`src/core/ssf_pkg.sv`:
```
// Package: register map, field positions, reset values and flush timing for the status block
package ssf_pkg;
  // Register indices; the byte address on the bus is four times the index
  localparam logic [9:0] IDX_IRQ_MASK = 10'h000;
  localparam logic [9:0] IDX_IRQ_STATUS = 10'h001;
  localparam logic [9:0] IDX_LIVE_STATUS = 10'h002;
  localparam logic [9:0] IDX_FIFO_FLUSH_CONTROL = 10'h003;
  localparam logic [9:0] IDX_MONITOR_ENABLE = 10'h006;

  // Field positions shared by live status, change status and mask
  localparam int BIT_OVERFLOW = 0;
  localparam int BIT_TX_PLL_LOCK = 1;
  localparam int BIT_RECOVERY_LOCK = 2;
  localparam int BIT_SIGNAL_LOSS = 3;
  localparam int BIT_EXT_OSC_LOCK = 4;
  localparam int BIT_PATTERN_ERROR = 5;
  localparam int BIT_PATTERN_SYNC = 6;
  localparam int STATUS_WIDTH = 7;

  // Flush control fields
  localparam int BIT_MANUAL_FLUSH = 0;
  localparam int BIT_AUTO_FLUSH = 1;

  // Monitor enable fields
  localparam int BIT_PATTERN_GEN_ENABLE = 0;
  localparam int BIT_EXT_OSC_LOCK_ENABLE = 1;

  // Values after reset
  localparam logic [6:0] STATUS_RESET = 7'h00;
  localparam logic [1:0] CONTROL_RESET = 2'h0;
  localparam logic [31:0] RDATA_RESET = 32'h0000_0000;

  // Flush drain length, in transmit parallel clock cycles
  localparam int FLUSH_MIN_TICKS = 8;
  localparam int FLUSH_MAX_TICKS = 10;
  localparam logic [3:0] FLUSH_TICKS = 4'((FLUSH_MIN_TICKS + FLUSH_MAX_TICKS) / 2);
  localparam logic [3:0] TICK_COUNT_RESET = 4'h0;

  // Flush sequencer states
  typedef enum logic [2:0] {
    FL_IDLE = 3'b001,
    FL_HOLD = 3'b010,
    FL_DRAIN = 3'b100
  } ssf_flush_state_e;
endpackage

```
`src/core/ssf_flush_if.sv`:
```
// Interface: request and progress signals between register bank and flush sequencer
`timescale 1ns/1ps
interface ssf_flush_if;
  logic manual_req;
  logic auto_req;
  logic tick;
  logic flushing;
  logic done;

  modport ctrl (output manual_req, output auto_req, output tick, input flushing, input done);
  modport seq (input manual_req, input auto_req, input tick, output flushing, output done);
endinterface

```
`src/core/ssf_flush_timer.sv`:
```
// Flush sequencer: holds FIFO flush while requested, then drains for a fixed tick count
`timescale 1ns/1ps
module ssf_flush_timer (
  input wire logic sys_clk_i,
  input wire logic sys_rst_i,
  ssf_flush_if.seq fl
);
  ssf_pkg::ssf_flush_state_e state;
  ssf_pkg::ssf_flush_state_e next_state;
  logic [3:0] ticks;
  logic [3:0] next_ticks;
  logic flushing;
  logic done;

  wire drain_end = (ticks == ssf_pkg::FLUSH_TICKS - 4'h1) && fl.tick;

  // State and tick counter next values
  always_comb begin
    next_state = state;
    next_ticks = ticks;
    case (state)
      ssf_pkg::FL_IDLE: begin
        if (fl.manual_req) begin
          next_state = ssf_pkg::FL_HOLD;
        end else if (fl.auto_req) begin
          next_state = ssf_pkg::FL_DRAIN;
          next_ticks = ssf_pkg::TICK_COUNT_RESET;
        end
      end
      ssf_pkg::FL_HOLD: begin
        // Drain only starts once software lets go of the bit
        if (!fl.manual_req) begin
          next_state = ssf_pkg::FL_DRAIN;
          next_ticks = ssf_pkg::TICK_COUNT_RESET;
        end
      end
      ssf_pkg::FL_DRAIN: begin
        if (fl.manual_req) begin
          next_state = ssf_pkg::FL_HOLD; // Re-assert restarts the flush
        end else if (drain_end) begin
          next_state = ssf_pkg::FL_IDLE;
        end else if (fl.tick) begin
          next_ticks = ticks + 4'h1;
        end
      end
      default: begin
        next_state = ssf_pkg::FL_IDLE;
      end
    endcase
  end

  // Sequencer registers; outputs are flops so the FIFO reset is glitch free
  always_ff @(posedge sys_clk_i or posedge sys_rst_i) begin
    if (sys_rst_i) begin
      state <= ssf_pkg::FL_IDLE;
      ticks <= ssf_pkg::TICK_COUNT_RESET;
      flushing <= 1'b0;
      done <= 1'b0;
    end else begin
      state <= next_state;
      ticks <= next_ticks;
      flushing <= (next_state != ssf_pkg::FL_IDLE);
      done <= (state == ssf_pkg::FL_DRAIN) && (next_state == ssf_pkg::FL_IDLE);
    end
  end

  assign fl.flushing = flushing;
  assign fl.done = done;
endmodule

```
`src/core/ssf_top.sv`:
```
// Top: live status and FIFO flush control registers on an APB slave, with change interrupts
//
// Function
// - Bit 6 shows pattern checker lock while the pattern generator is enabled.
// - Bit 5 shows a present pattern validation error; meaningful with generator enabled.
// - Bit 4 shows external oscillator lock; meaningful with its lock enable set.
// - Bit 3 shows loss of signal on the receive input.
// - Bit 2 shows clock and data recovery lock.
// - Bit 1 shows transmit clock multiplier lock.
// - Bit 0 shows transmit FIFO overflow.
// - With automatic flush set, an overflow flushes the FIFO by itself.
// - With automatic flush clear, overflow causes no flush; software must flush.
// - After manual bit falls, the flush completes in 8 to 10 transmit cycles.
// - Each overflow change sets a read-cleared status bit; interrupt only when enabled.
//
// The APB slave port is this design's own decision.
`timescale 1ns/1ps
module ssf_top (
  input wire logic sys_clk_i,
  input wire logic sys_rst_i,
  input wire logic psel_i,
  input wire logic penable_i,
  input wire logic pwrite_i,
  input wire logic [11:0] paddr_i,
  input wire logic [31:0] pwdata_i,
  output logic [31:0] prdata_o,
  output logic pready_o,
  output logic pslverr_o,
  input wire logic pattern_checker_in_sync_i,
  input wire logic pattern_check_error_i,
  input wire logic ext_osc_lock_flag_i,
  input wire logic signal_loss_flag_i,
  input wire logic recovery_lock_flag_i,
  input wire logic tx_pll_lock_flag_i,
  input wire logic overflow_flag_i,
  input wire logic tx_parallel_clock_out_i,
  output logic fifo_flush_o,
  output logic flush_done_o,
  output logic pattern_gen_enable_o,
  output logic ext_osc_lock_enable_o,
  output logic irq_o
);
  ssf_flush_if fl ();

  logic [6:0] live_status;
  logic [6:0] overflow_change_status;
  logic [6:0] overflow_irq_mask;
  logic [1:0] fifo_flush_control;
  logic [1:0] monitor_enable;
  logic [31:0] prdata;
  logic pready;
  logic pslverr;
  logic irq;
  logic [31:0] next_prdata;

  // Bus decode: a transfer completes on the edge where our registered ready is seen
  wire [9:0] reg_idx = paddr_i[11:2];
  wire access = psel_i && penable_i;
  wire complete = access && pready;
  wire wr_done = complete && pwrite_i;
  wire rd_done = complete && !pwrite_i;
  wire hit_mask = (reg_idx == ssf_pkg::IDX_IRQ_MASK);
  wire hit_chg = (reg_idx == ssf_pkg::IDX_IRQ_STATUS);
  wire hit_live = (reg_idx == ssf_pkg::IDX_LIVE_STATUS);
  wire hit_ctrl = (reg_idx == ssf_pkg::IDX_FIFO_FLUSH_CONTROL);
  wire hit_mon = (reg_idx == ssf_pkg::IDX_MONITOR_ENABLE);
  wire mapped = hit_mask || hit_chg || hit_live || hit_ctrl || hit_mon;

  // Qualifiers: pattern bits only mean something with the generator running
  wire pat_en = monitor_enable[ssf_pkg::BIT_PATTERN_GEN_ENABLE];
  wire osc_en = monitor_enable[ssf_pkg::BIT_EXT_OSC_LOCK_ENABLE];
  wire [6:0] status_valid = {pat_en, pat_en, osc_en, 4'hf};

  // Live sources in register bit order
  wire [6:0] status_src = {
    pattern_checker_in_sync_i,
    pattern_check_error_i,
    ext_osc_lock_flag_i,
    signal_loss_flag_i,
    recovery_lock_flag_i,
    tx_pll_lock_flag_i,
    overflow_flag_i
  };
  wire [6:0] next_live = status_src & status_valid;
  wire [6:0] status_change = next_live ^ live_status;

  // Clear terms: read of the change register clears, so does writing ones
  wire chg_read_clear = rd_done && hit_chg;
  wire [6:0] chg_write_clear = (wr_done && hit_chg) ? pwdata_i[6:0] : 7'h00;

  // Automatic flush fires on the rising edge of overflow only when enabled
  wire overflow_rise = next_live[ssf_pkg::BIT_OVERFLOW] && !live_status[ssf_pkg::BIT_OVERFLOW];
  wire auto_on = fifo_flush_control[ssf_pkg::BIT_AUTO_FLUSH];

  assign fl.auto_req = overflow_rise && auto_on;
  assign fl.manual_req = fifo_flush_control[ssf_pkg::BIT_MANUAL_FLUSH];
  assign fl.tick = tx_parallel_clock_out_i;

  // Read data mux; unused bit positions read as zero
  always_comb begin
    next_prdata = 32'h0000_0000;
    if (hit_mask) begin
      next_prdata[6:0] = overflow_irq_mask;
    end else if (hit_chg) begin
      next_prdata[6:0] = overflow_change_status;
    end else if (hit_live) begin
      next_prdata[6:0] = live_status;
    end else if (hit_ctrl) begin
      next_prdata[1:0] = fifo_flush_control;
    end else if (hit_mon) begin
      next_prdata[1:0] = monitor_enable;
    end
  end

  // APB slave: one wait state so data and ready both leave flops
  always_ff @(posedge sys_clk_i or posedge sys_rst_i) begin
    if (sys_rst_i) begin
      pready <= 1'b0;
      pslverr <= 1'b0;
      prdata <= ssf_pkg::RDATA_RESET;
    end else begin
      pready <= access && !pready;
      pslverr <= access && !pready && !mapped;
      prdata <= (access && !pready && !pwrite_i) ? next_prdata : ssf_pkg::RDATA_RESET;
    end
  end

  // Live status register: sampled each cycle, never latched, bus writes have no path here
  always_ff @(posedge sys_clk_i or posedge sys_rst_i) begin
    if (sys_rst_i) begin
      live_status <= ssf_pkg::STATUS_RESET;
    end else begin
      live_status <= next_live;
    end
  end

  // Software written control registers
  always_ff @(posedge sys_clk_i or posedge sys_rst_i) begin
    if (sys_rst_i) begin
      fifo_flush_control <= ssf_pkg::CONTROL_RESET;
      monitor_enable <= ssf_pkg::CONTROL_RESET;
      overflow_irq_mask <= ssf_pkg::STATUS_RESET;
    end else if (wr_done) begin
      if (hit_ctrl) begin
        fifo_flush_control <= pwdata_i[1:0];
      end
      if (hit_mon) begin
        monitor_enable <= pwdata_i[1:0];
      end
      if (hit_mask) begin
        overflow_irq_mask <= pwdata_i[6:0];
      end
    end
  end

  // Sticky change bits, one per status source; a change in the clear cycle wins
  genvar gi;
  generate
    for (gi = 0; gi < ssf_pkg::STATUS_WIDTH; gi = gi + 1) begin : g_chg
      always_ff @(posedge sys_clk_i or posedge sys_rst_i) begin
        if (sys_rst_i) begin
          overflow_change_status[gi] <= 1'b0;
        end else if (status_change[gi]) begin
          overflow_change_status[gi] <= 1'b1;
        end else if (chg_read_clear || chg_write_clear[gi]) begin
          overflow_change_status[gi] <= 1'b0;
        end
      end
    end
  endgenerate

  // Interrupt output: level, high while any enabled change bit is set
  always_ff @(posedge sys_clk_i or posedge sys_rst_i) begin
    if (sys_rst_i) begin
      irq <= 1'b0;
    end else begin
      irq <= |(overflow_change_status & overflow_irq_mask);
    end
  end

  // Flush sequencer; counts transmit clock ticks, not system cycles
  ssf_flush_timer u_flush (
    .sys_clk_i(sys_clk_i),
    .sys_rst_i(sys_rst_i),
    .fl(fl.seq)
  );

  assign prdata_o = prdata;
  assign pready_o = pready;
  assign pslverr_o = pslverr;
  assign irq_o = irq;
  assign fifo_flush_o = fl.flushing;
  assign flush_done_o = fl.done;
  assign pattern_gen_enable_o = pat_en;
  assign ext_osc_lock_enable_o = osc_en;
endmodule

```
`config.mk`:
```
export PLATFORM = sky130hd
export DESIGN_NAME = ssf_top
export DESIGN_NICKNAME = d
export VERILOG_FILES = /design/src/core/ssf_pkg.sv /design/src/core/ssf_flush_if.sv /design/src/core/ssf_flush_timer.sv /design/src/core/ssf_top.sv
export SDC_FILE = /design/constraint.sdc
export NUM_CORES = 1
export LEC_CHECK = 0
export BUFFER_PORTS_ARGS = -buffer_cell sky130_fd_sc_hd__buf_2
export CELL_PAD_IN_SITES_DETAIL_PLACEMENT = 0
export CELL_PAD_IN_SITES_GLOBAL_PLACEMENT = 1
export CORE_MARGIN = 2
export CORE_UTILIZATION = 36
export DETAILED_ROUTE_END_ITERATION = 10
export PLACE_DENSITY = 0.9
export SLEW_MARGIN = 40
export SYNTH_ARGS = -nofsm -noshare
export SYNTH_HDL_FRONTEND = slang
export SYNTH_SLANG_ARGS = --single-unit
```
`constraint.sdc`:
```
create_clock -name sys_clk_i -period 2.3 [get_ports sys_clk_i]
set_input_delay 0.345 -clock sys_clk_i [delete_from_list [all_inputs] [get_ports sys_clk_i]]
set_output_delay 0.345 -clock sys_clk_i [all_outputs]
set_load 0.1 [all_outputs]
```
After elaboration in Yosys (flattened, before gate mapping) --
Cells that the tools add are included.
Word-level totals: logic and storage cells 116, output and inout port bits 39, register bits after elaboration 44
Operators by class: add/subtract/negate cells 1, eq/ne operators 16, bitwise logic cells 3, reductions and logical operators 42, muxes and demuxes 35
Operators with widths (count):
- $mux 7 | 4
- $mux 4 | 6
- $eq 10x2->1 const B | 2
- $mux 3 | 5
- $and 7x7->7 | 2
- $mux 1 | 14
- $reduce_bool 2->1 | 7
- $logic_and 1x1->1 | 13
- $ne 2x2->1 const B | 6
- $pmux 4 s3 | 1
- $logic_or 1x1->1 | 11
- $eq 10x1->1 const B | 1
- $eq 10x3->1 const B | 1
- $logic_not 10->1 | 1
- $pmux 3 s3 | 1
- $reduce_and 7->1 | 1
- $reduce_or 7->1 | 1
- $xor 7x7->7 | 1
- $eq 3x1->1 const B | 2
- $mux 2 | 3
- $reduce_and 2->1 | 3
- $mux 5 | 1
- $add 4x1->4 const B | 1
- $eq 4x4->1 const B | 1
- 5 further kinds | 8

Logic depth before layout (Yosys ltp) --
word-level depth 8, mapped depth 6

Modules after synthesis --
Synthesis repeated with hierarchy kept, for this count alone.
Second synthesis, totals: cells, all modules 224, area, all modules 2406.1 µm²
By module, submodules not included:
- ssf_top | seq. area each 875.8 µm², cells an instance 169, area an instance 1849.3 µm², instances 1
- ssf_flush_timer | seq. area each 226.5 µm², cells an instance 55, area an instance 556.8 µm², instances 1

Worst setup path before layout --
No wires, ideal clock.
path kind flip-flop to flip-flop, start point reg pready (netlist: pready_o), end point reg fifo_flush_control[0], slack 0.120 ns, data arrival time 2.055 ns, period minus slack after synthesis 2.180 ns, stages on the path, launching flop included 5, cell sequence dfrtp_1 and3_1 nand3_1 or4_4 mux2_4
On the way: word-level cells in the longest chain between the ends 3
RTL lines:
- start, declared | RTL line ssf_top.sv:51 | logic pready;
- start signal, assigned | RTL line ssf_top.sv:122 | pready <= access && !pready;
- $logic_and 1x1->1 | RTL line ssf_top.sv:59 | wire complete = access && pready;
- $logic_and 1x1->1 | RTL line ssf_top.sv:60 | wire wr_done = complete && pwrite_i;
- $reduce_and 2->1 (no source line)
- end signal, assigned | RTL line ssf_top.sv:140 | fifo_flush_control <= ssf_pkg::CONTROL_RESET;
- end signal, assigned | RTL line ssf_top.sv:145 | fifo_flush_control <= pwdata_i[1:0];
- end, declared | RTL line ssf_top.sv:48 | logic [1:0] fifo_flush_control;
Every way passes these cells. A chain may end at the register's enable or synchronous reset.

Final worst setup path --
start point reg u_flush.state[2], end point reg u_flush.ticks[0]
On the way: word-level cells in the longest chain between the ends 3
RTL lines:
- start, declared | RTL line ssf_flush_timer.sv:8 | ssf_pkg::ssf_flush_state_e state;
- start signal, assigned | RTL line ssf_flush_timer.sv:55 | state <= ssf_pkg::FL_IDLE;
- start signal, assigned | RTL line ssf_flush_timer.sv:60 | state <= next_state;
- $eq 3x3->1 (tied with other cells) | RTL line ssf_flush_timer.sv:21 | case (state)
- $ne 2x2->1 (no source line) or $reduce_bool 3->1 (tied branches)
- $reduce_and 7->1 (no source line)
- end signal, assigned | RTL line ssf_flush_timer.sv:56 | ticks <= ssf_pkg::TICK_COUNT_RESET;
- end signal, assigned | RTL line ssf_flush_timer.sv:61 | ticks <= next_ticks;
- end, declared | RTL line ssf_flush_timer.sv:10 | logic [3:0] ticks;
Parallel ways exist; a longest one is shown, timed or not.

==> flow_summary_export.csv <==
group,metric,value,unit
global_routing,grt_overflow,0,
floorplan,die_w,84.9,um
clocking,clockBufferDepth,2,
setup_path,cp_cell_sequence,"or3b_1 -> o311a_1 -> or3_1 -> a21o_1",
yosys,synthFlopType,"dfrtp_1",
setup_path,crit_required,2500,ps
floorplan,floorplan.initialDensity,37.1,%
setup_path,cp_slowest_cell,"dfrtp_1",
sta,period_share,77.5,%
sta,rsz0062_at_grt,"no",
clocking,worstSkewPairLatency,300,ps
clocking,cts_resized,0,
yosys,synth_warnings,0,
yosys,synth-xor-area-share,2.60,%
floorplan,pin_count,96,
setup_path,slowest_delay,470,ps
clocking,root_buffer,"clkbuf_8",
sta,worstMarginPinSlew,564,ps
clocking,cts_made_buffers,5,
yosys,synth_area,2360,um^2
placed_design,port_buffers,43,
sta,setup_tns,0,ps
status,status,"completed",
yosys,syn_avg_cell_area,10.8,um^2
yosys,async_flop_share,100,%
route,ant_nets,0,
layout,syn_to_final_growth,13.6,%
clocking,ctsHoldBuffers,0,
setup_path,start_kind,"register",
yosys,synth-simple-area-share,17.4,%
yosys,synth_top_family_by_area,"simple AND/OR/NAND/NOR gates",
clocking,cts.sink_count,44,
sta,setup_violations,0,
yosys,synthCells,218,
yosys,synthMuxAreaShare,8.39,%
route,drtIter0Drc,98,
setup_path,critical_path_buf_inv_count,0,
floorplan,core,6350,um^2
placed_design,gp_congestion,0.750,
setup_path,path_class,"register to register",
route,vias,1688,
global_routing,grt_max_degree,45,
power,powerDensity,687,nW/um^2
worst_hold_path,hold_class,"input port to register",
layout,finalNonFillerCells,342,
clocking,cts_htree_levels,2,
placed_design,dp.cells,334,
setup_path,worst-path-max-fanout,8,
setup_path,end_kind,"register",
sta,finClkSkew,5.51,ps
power,peakVddDrop,0.000269,V
yosys,yosys_register_bits,44,
clocking,clk_pin_slew,90,ps
global_routing,grt_pass1_wl,7.86,mm
sta,fmax,561,MHz
layout,nets,324,
setup_path,crit_family,"simple AND/OR/NAND/NOR gates",
route,drt_pass1_iterations,4,
yosys,synth_edf_count,0,
global_routing,antenna_found_initial,0,
yosys,synthAdderAreaFrac,1.59,%
layout,nFillCells,611,
layout,drive_gt1_share,27.5,%
flow_run,drv_cap,0,
route,avgViaCountPerCell,4.94,
floorplan,die_h,84.9,um
yosys,synth_seq_area_share,46.8,%
placed_design,place_hpwl,3.55,mm
placed_design,dpl_worst_slack,351,ps
sta,min_period,1780,ps
sta,slew_violations,0,
global_routing,grt_pass1_vias,1633,
power,leakage,1.39,nW
global_routing,grt_use_total,14.2,%
route,drt-total-wl,4.81,mm
clocking,cts_setup_buffers,0,
floorplan,die-area,7210,um^2
setup_path,crit_arrival,1980,ps
layout,n_antenna_cell,0,
floorplan,rows,29,
yosys,synth_compound_area_share,12.2,%
clocking,cts_tree,"done",
route,routedWlPerCell,14.1,um
sta,final_hold_viol_count,0,
route,drc_errors,0,
sta,worst_slack,518,ps
yosys,ys_types,51,
sta,maxSlewHeadroom,62.4,%
==> power breakdown <==
part	switching [W]	internal [W]	leakage [nW]	total (W)
clock network	0.000282	0.000327	0.0548	0.000609
logic	0.000289	0.0000852	0.760	0.000375
registers	0.0000405	0.000815	0.573	0.000855
==> through the flow <==
stage               hold slack [ps]  total power [W]  cell area (um^2)  util (%)
detailed placement              481          0.00124              2560      40.4
finish                          163          0.00184              2680      42.2
CTS                             152          0.00187              2680      42.2
global placement                482          0.00123              2560      40.4
floorplan                       376          0.00120              2450         -
global route                    143          0.00193              2680      42.2
==> sequential cells by signal, summed over array words and instances (netlist names) <==
name,count
fifo_flush_control,2
irq_o,1
live_status,7
monitor_enable,2
overflow_change_status,7
overflow_irq_mask,7
prdata_o,7
pready_o,1
pslverr_o,1
u_flush.fl.done,1
u_flush.fl.flushing,1
u_flush.state,3
u_flush.ticks,4
==> Yosys cell counts (all sizes together), types with 2 or more instances <==
cell type / number / share of area, %
a2bb2oi: 3 / 1.1
a21oi: 4 / 0.85
or3: 2 / 0.53
ha: 3 / 1.6
nand4: 2 / 0.80
a21o: 5 / 1.6
nand4b: 2 / 0.74
nand3b: 2 / 0.64
dfrtp: 43 / 46
clkbuf: 5 / 0.80
xnor2: 6 / 2.2
nor2: 7 / 1.1
nand2: 16 / 2.7
mux2i: 4 / 1.7
o211a: 3 / 1.3
a22oi: 2 / 0.64
or3b: 2 / 0.74
inv: 8 / 1.3
nor3: 2 / 0.90
o21ai: 14 / 3.0
nor2b: 9 / 2.4
nand2b: 4 / 1.1
and2: 3 / 0.80
buf: 27 / 8.8
nand3: 4 / 0.85
mux2: 11 / 6.7
nor4: 7 / 2.5
==> area by class of cell <==
cell class / instances / area [um^2] / share of cell area, %
Sequential cell: 44 / 1100 / 41.2
Timing Repair Buffer: 47 / 245 / 9.16
Clock buffer: 5 / 68.8 / 2.57
Multi-Input combinational cell: 158 / 1090 / 40.7
Inverter: 8 / 30.0 / 1.12
Clock inverter: 3 / 46.3 / 1.73
Tap cell: 77 / 96.3 / 3.60
==> logic make-up (layout without fill, tap and decap cells) <==
group,count (synthesis),count (layout)
AO/OA/AOI/OAI,41,41
XOR/XNOR,7,7
adder cells (fa/ha/maj),3,3
buffers and inverters,40,63
flip-flops,44,44
multiplexers,15,15
other,1,25
AND/OR/NAND/NOR,67,67
==> worst paths after layout <==
path | slack [ps] | depth (start not counted) | startpoint | endpoint
max in group asynchronous | 1740 | 3 | sys_rst_i | u_flush.state[0]
worst min-delay path | 160 | 1 | recovery_lock_flag_i | live_status[2]
worst max-delay path | 520 | 4 | u_flush.state[2] | u_flush.ticks[0]
min in group asynchronous | 180 | 3 | sys_rst_i | prdata_o[6]
worst min register to register | 530 | 2 | live_status[6] | overflow_change_status[6]
worst max register to register | 520 | 4 | u_flush.state[2] | u_flush.ticks[0]
==> metal layers <==
| metal | track usage, % | vias to the layer above | share of wire, % | wire [um] |
|---|---|---|---|---|
| met5 | 0 | - | 0 | 0 |
| met4 | 5.19 | 0 | 1.8 | 87 |
| met3 | 3.21 | 7 | 3.8 | 185 |
| met2 | 24.5 | 40 | 51 | 2470 |
| met1 | 17.3 | 832 | 43 | 2070 |
| li1 | - | 809 | - | - |
==> cells in the final DEF (no fill, tap or decap), drive strengths merged, types with 6 or more instances in the layout <==
master,netlist,layout
buf,27,47
inv,8,9
nand2,16,16
o21ai,14,14
nor4,7,7
conb,1,25
nor2,7,7
nor2b,9,9
dfrtp,43,43
xnor2,6,6
mux2,11,11
Power figures use the tool's default switching activity.
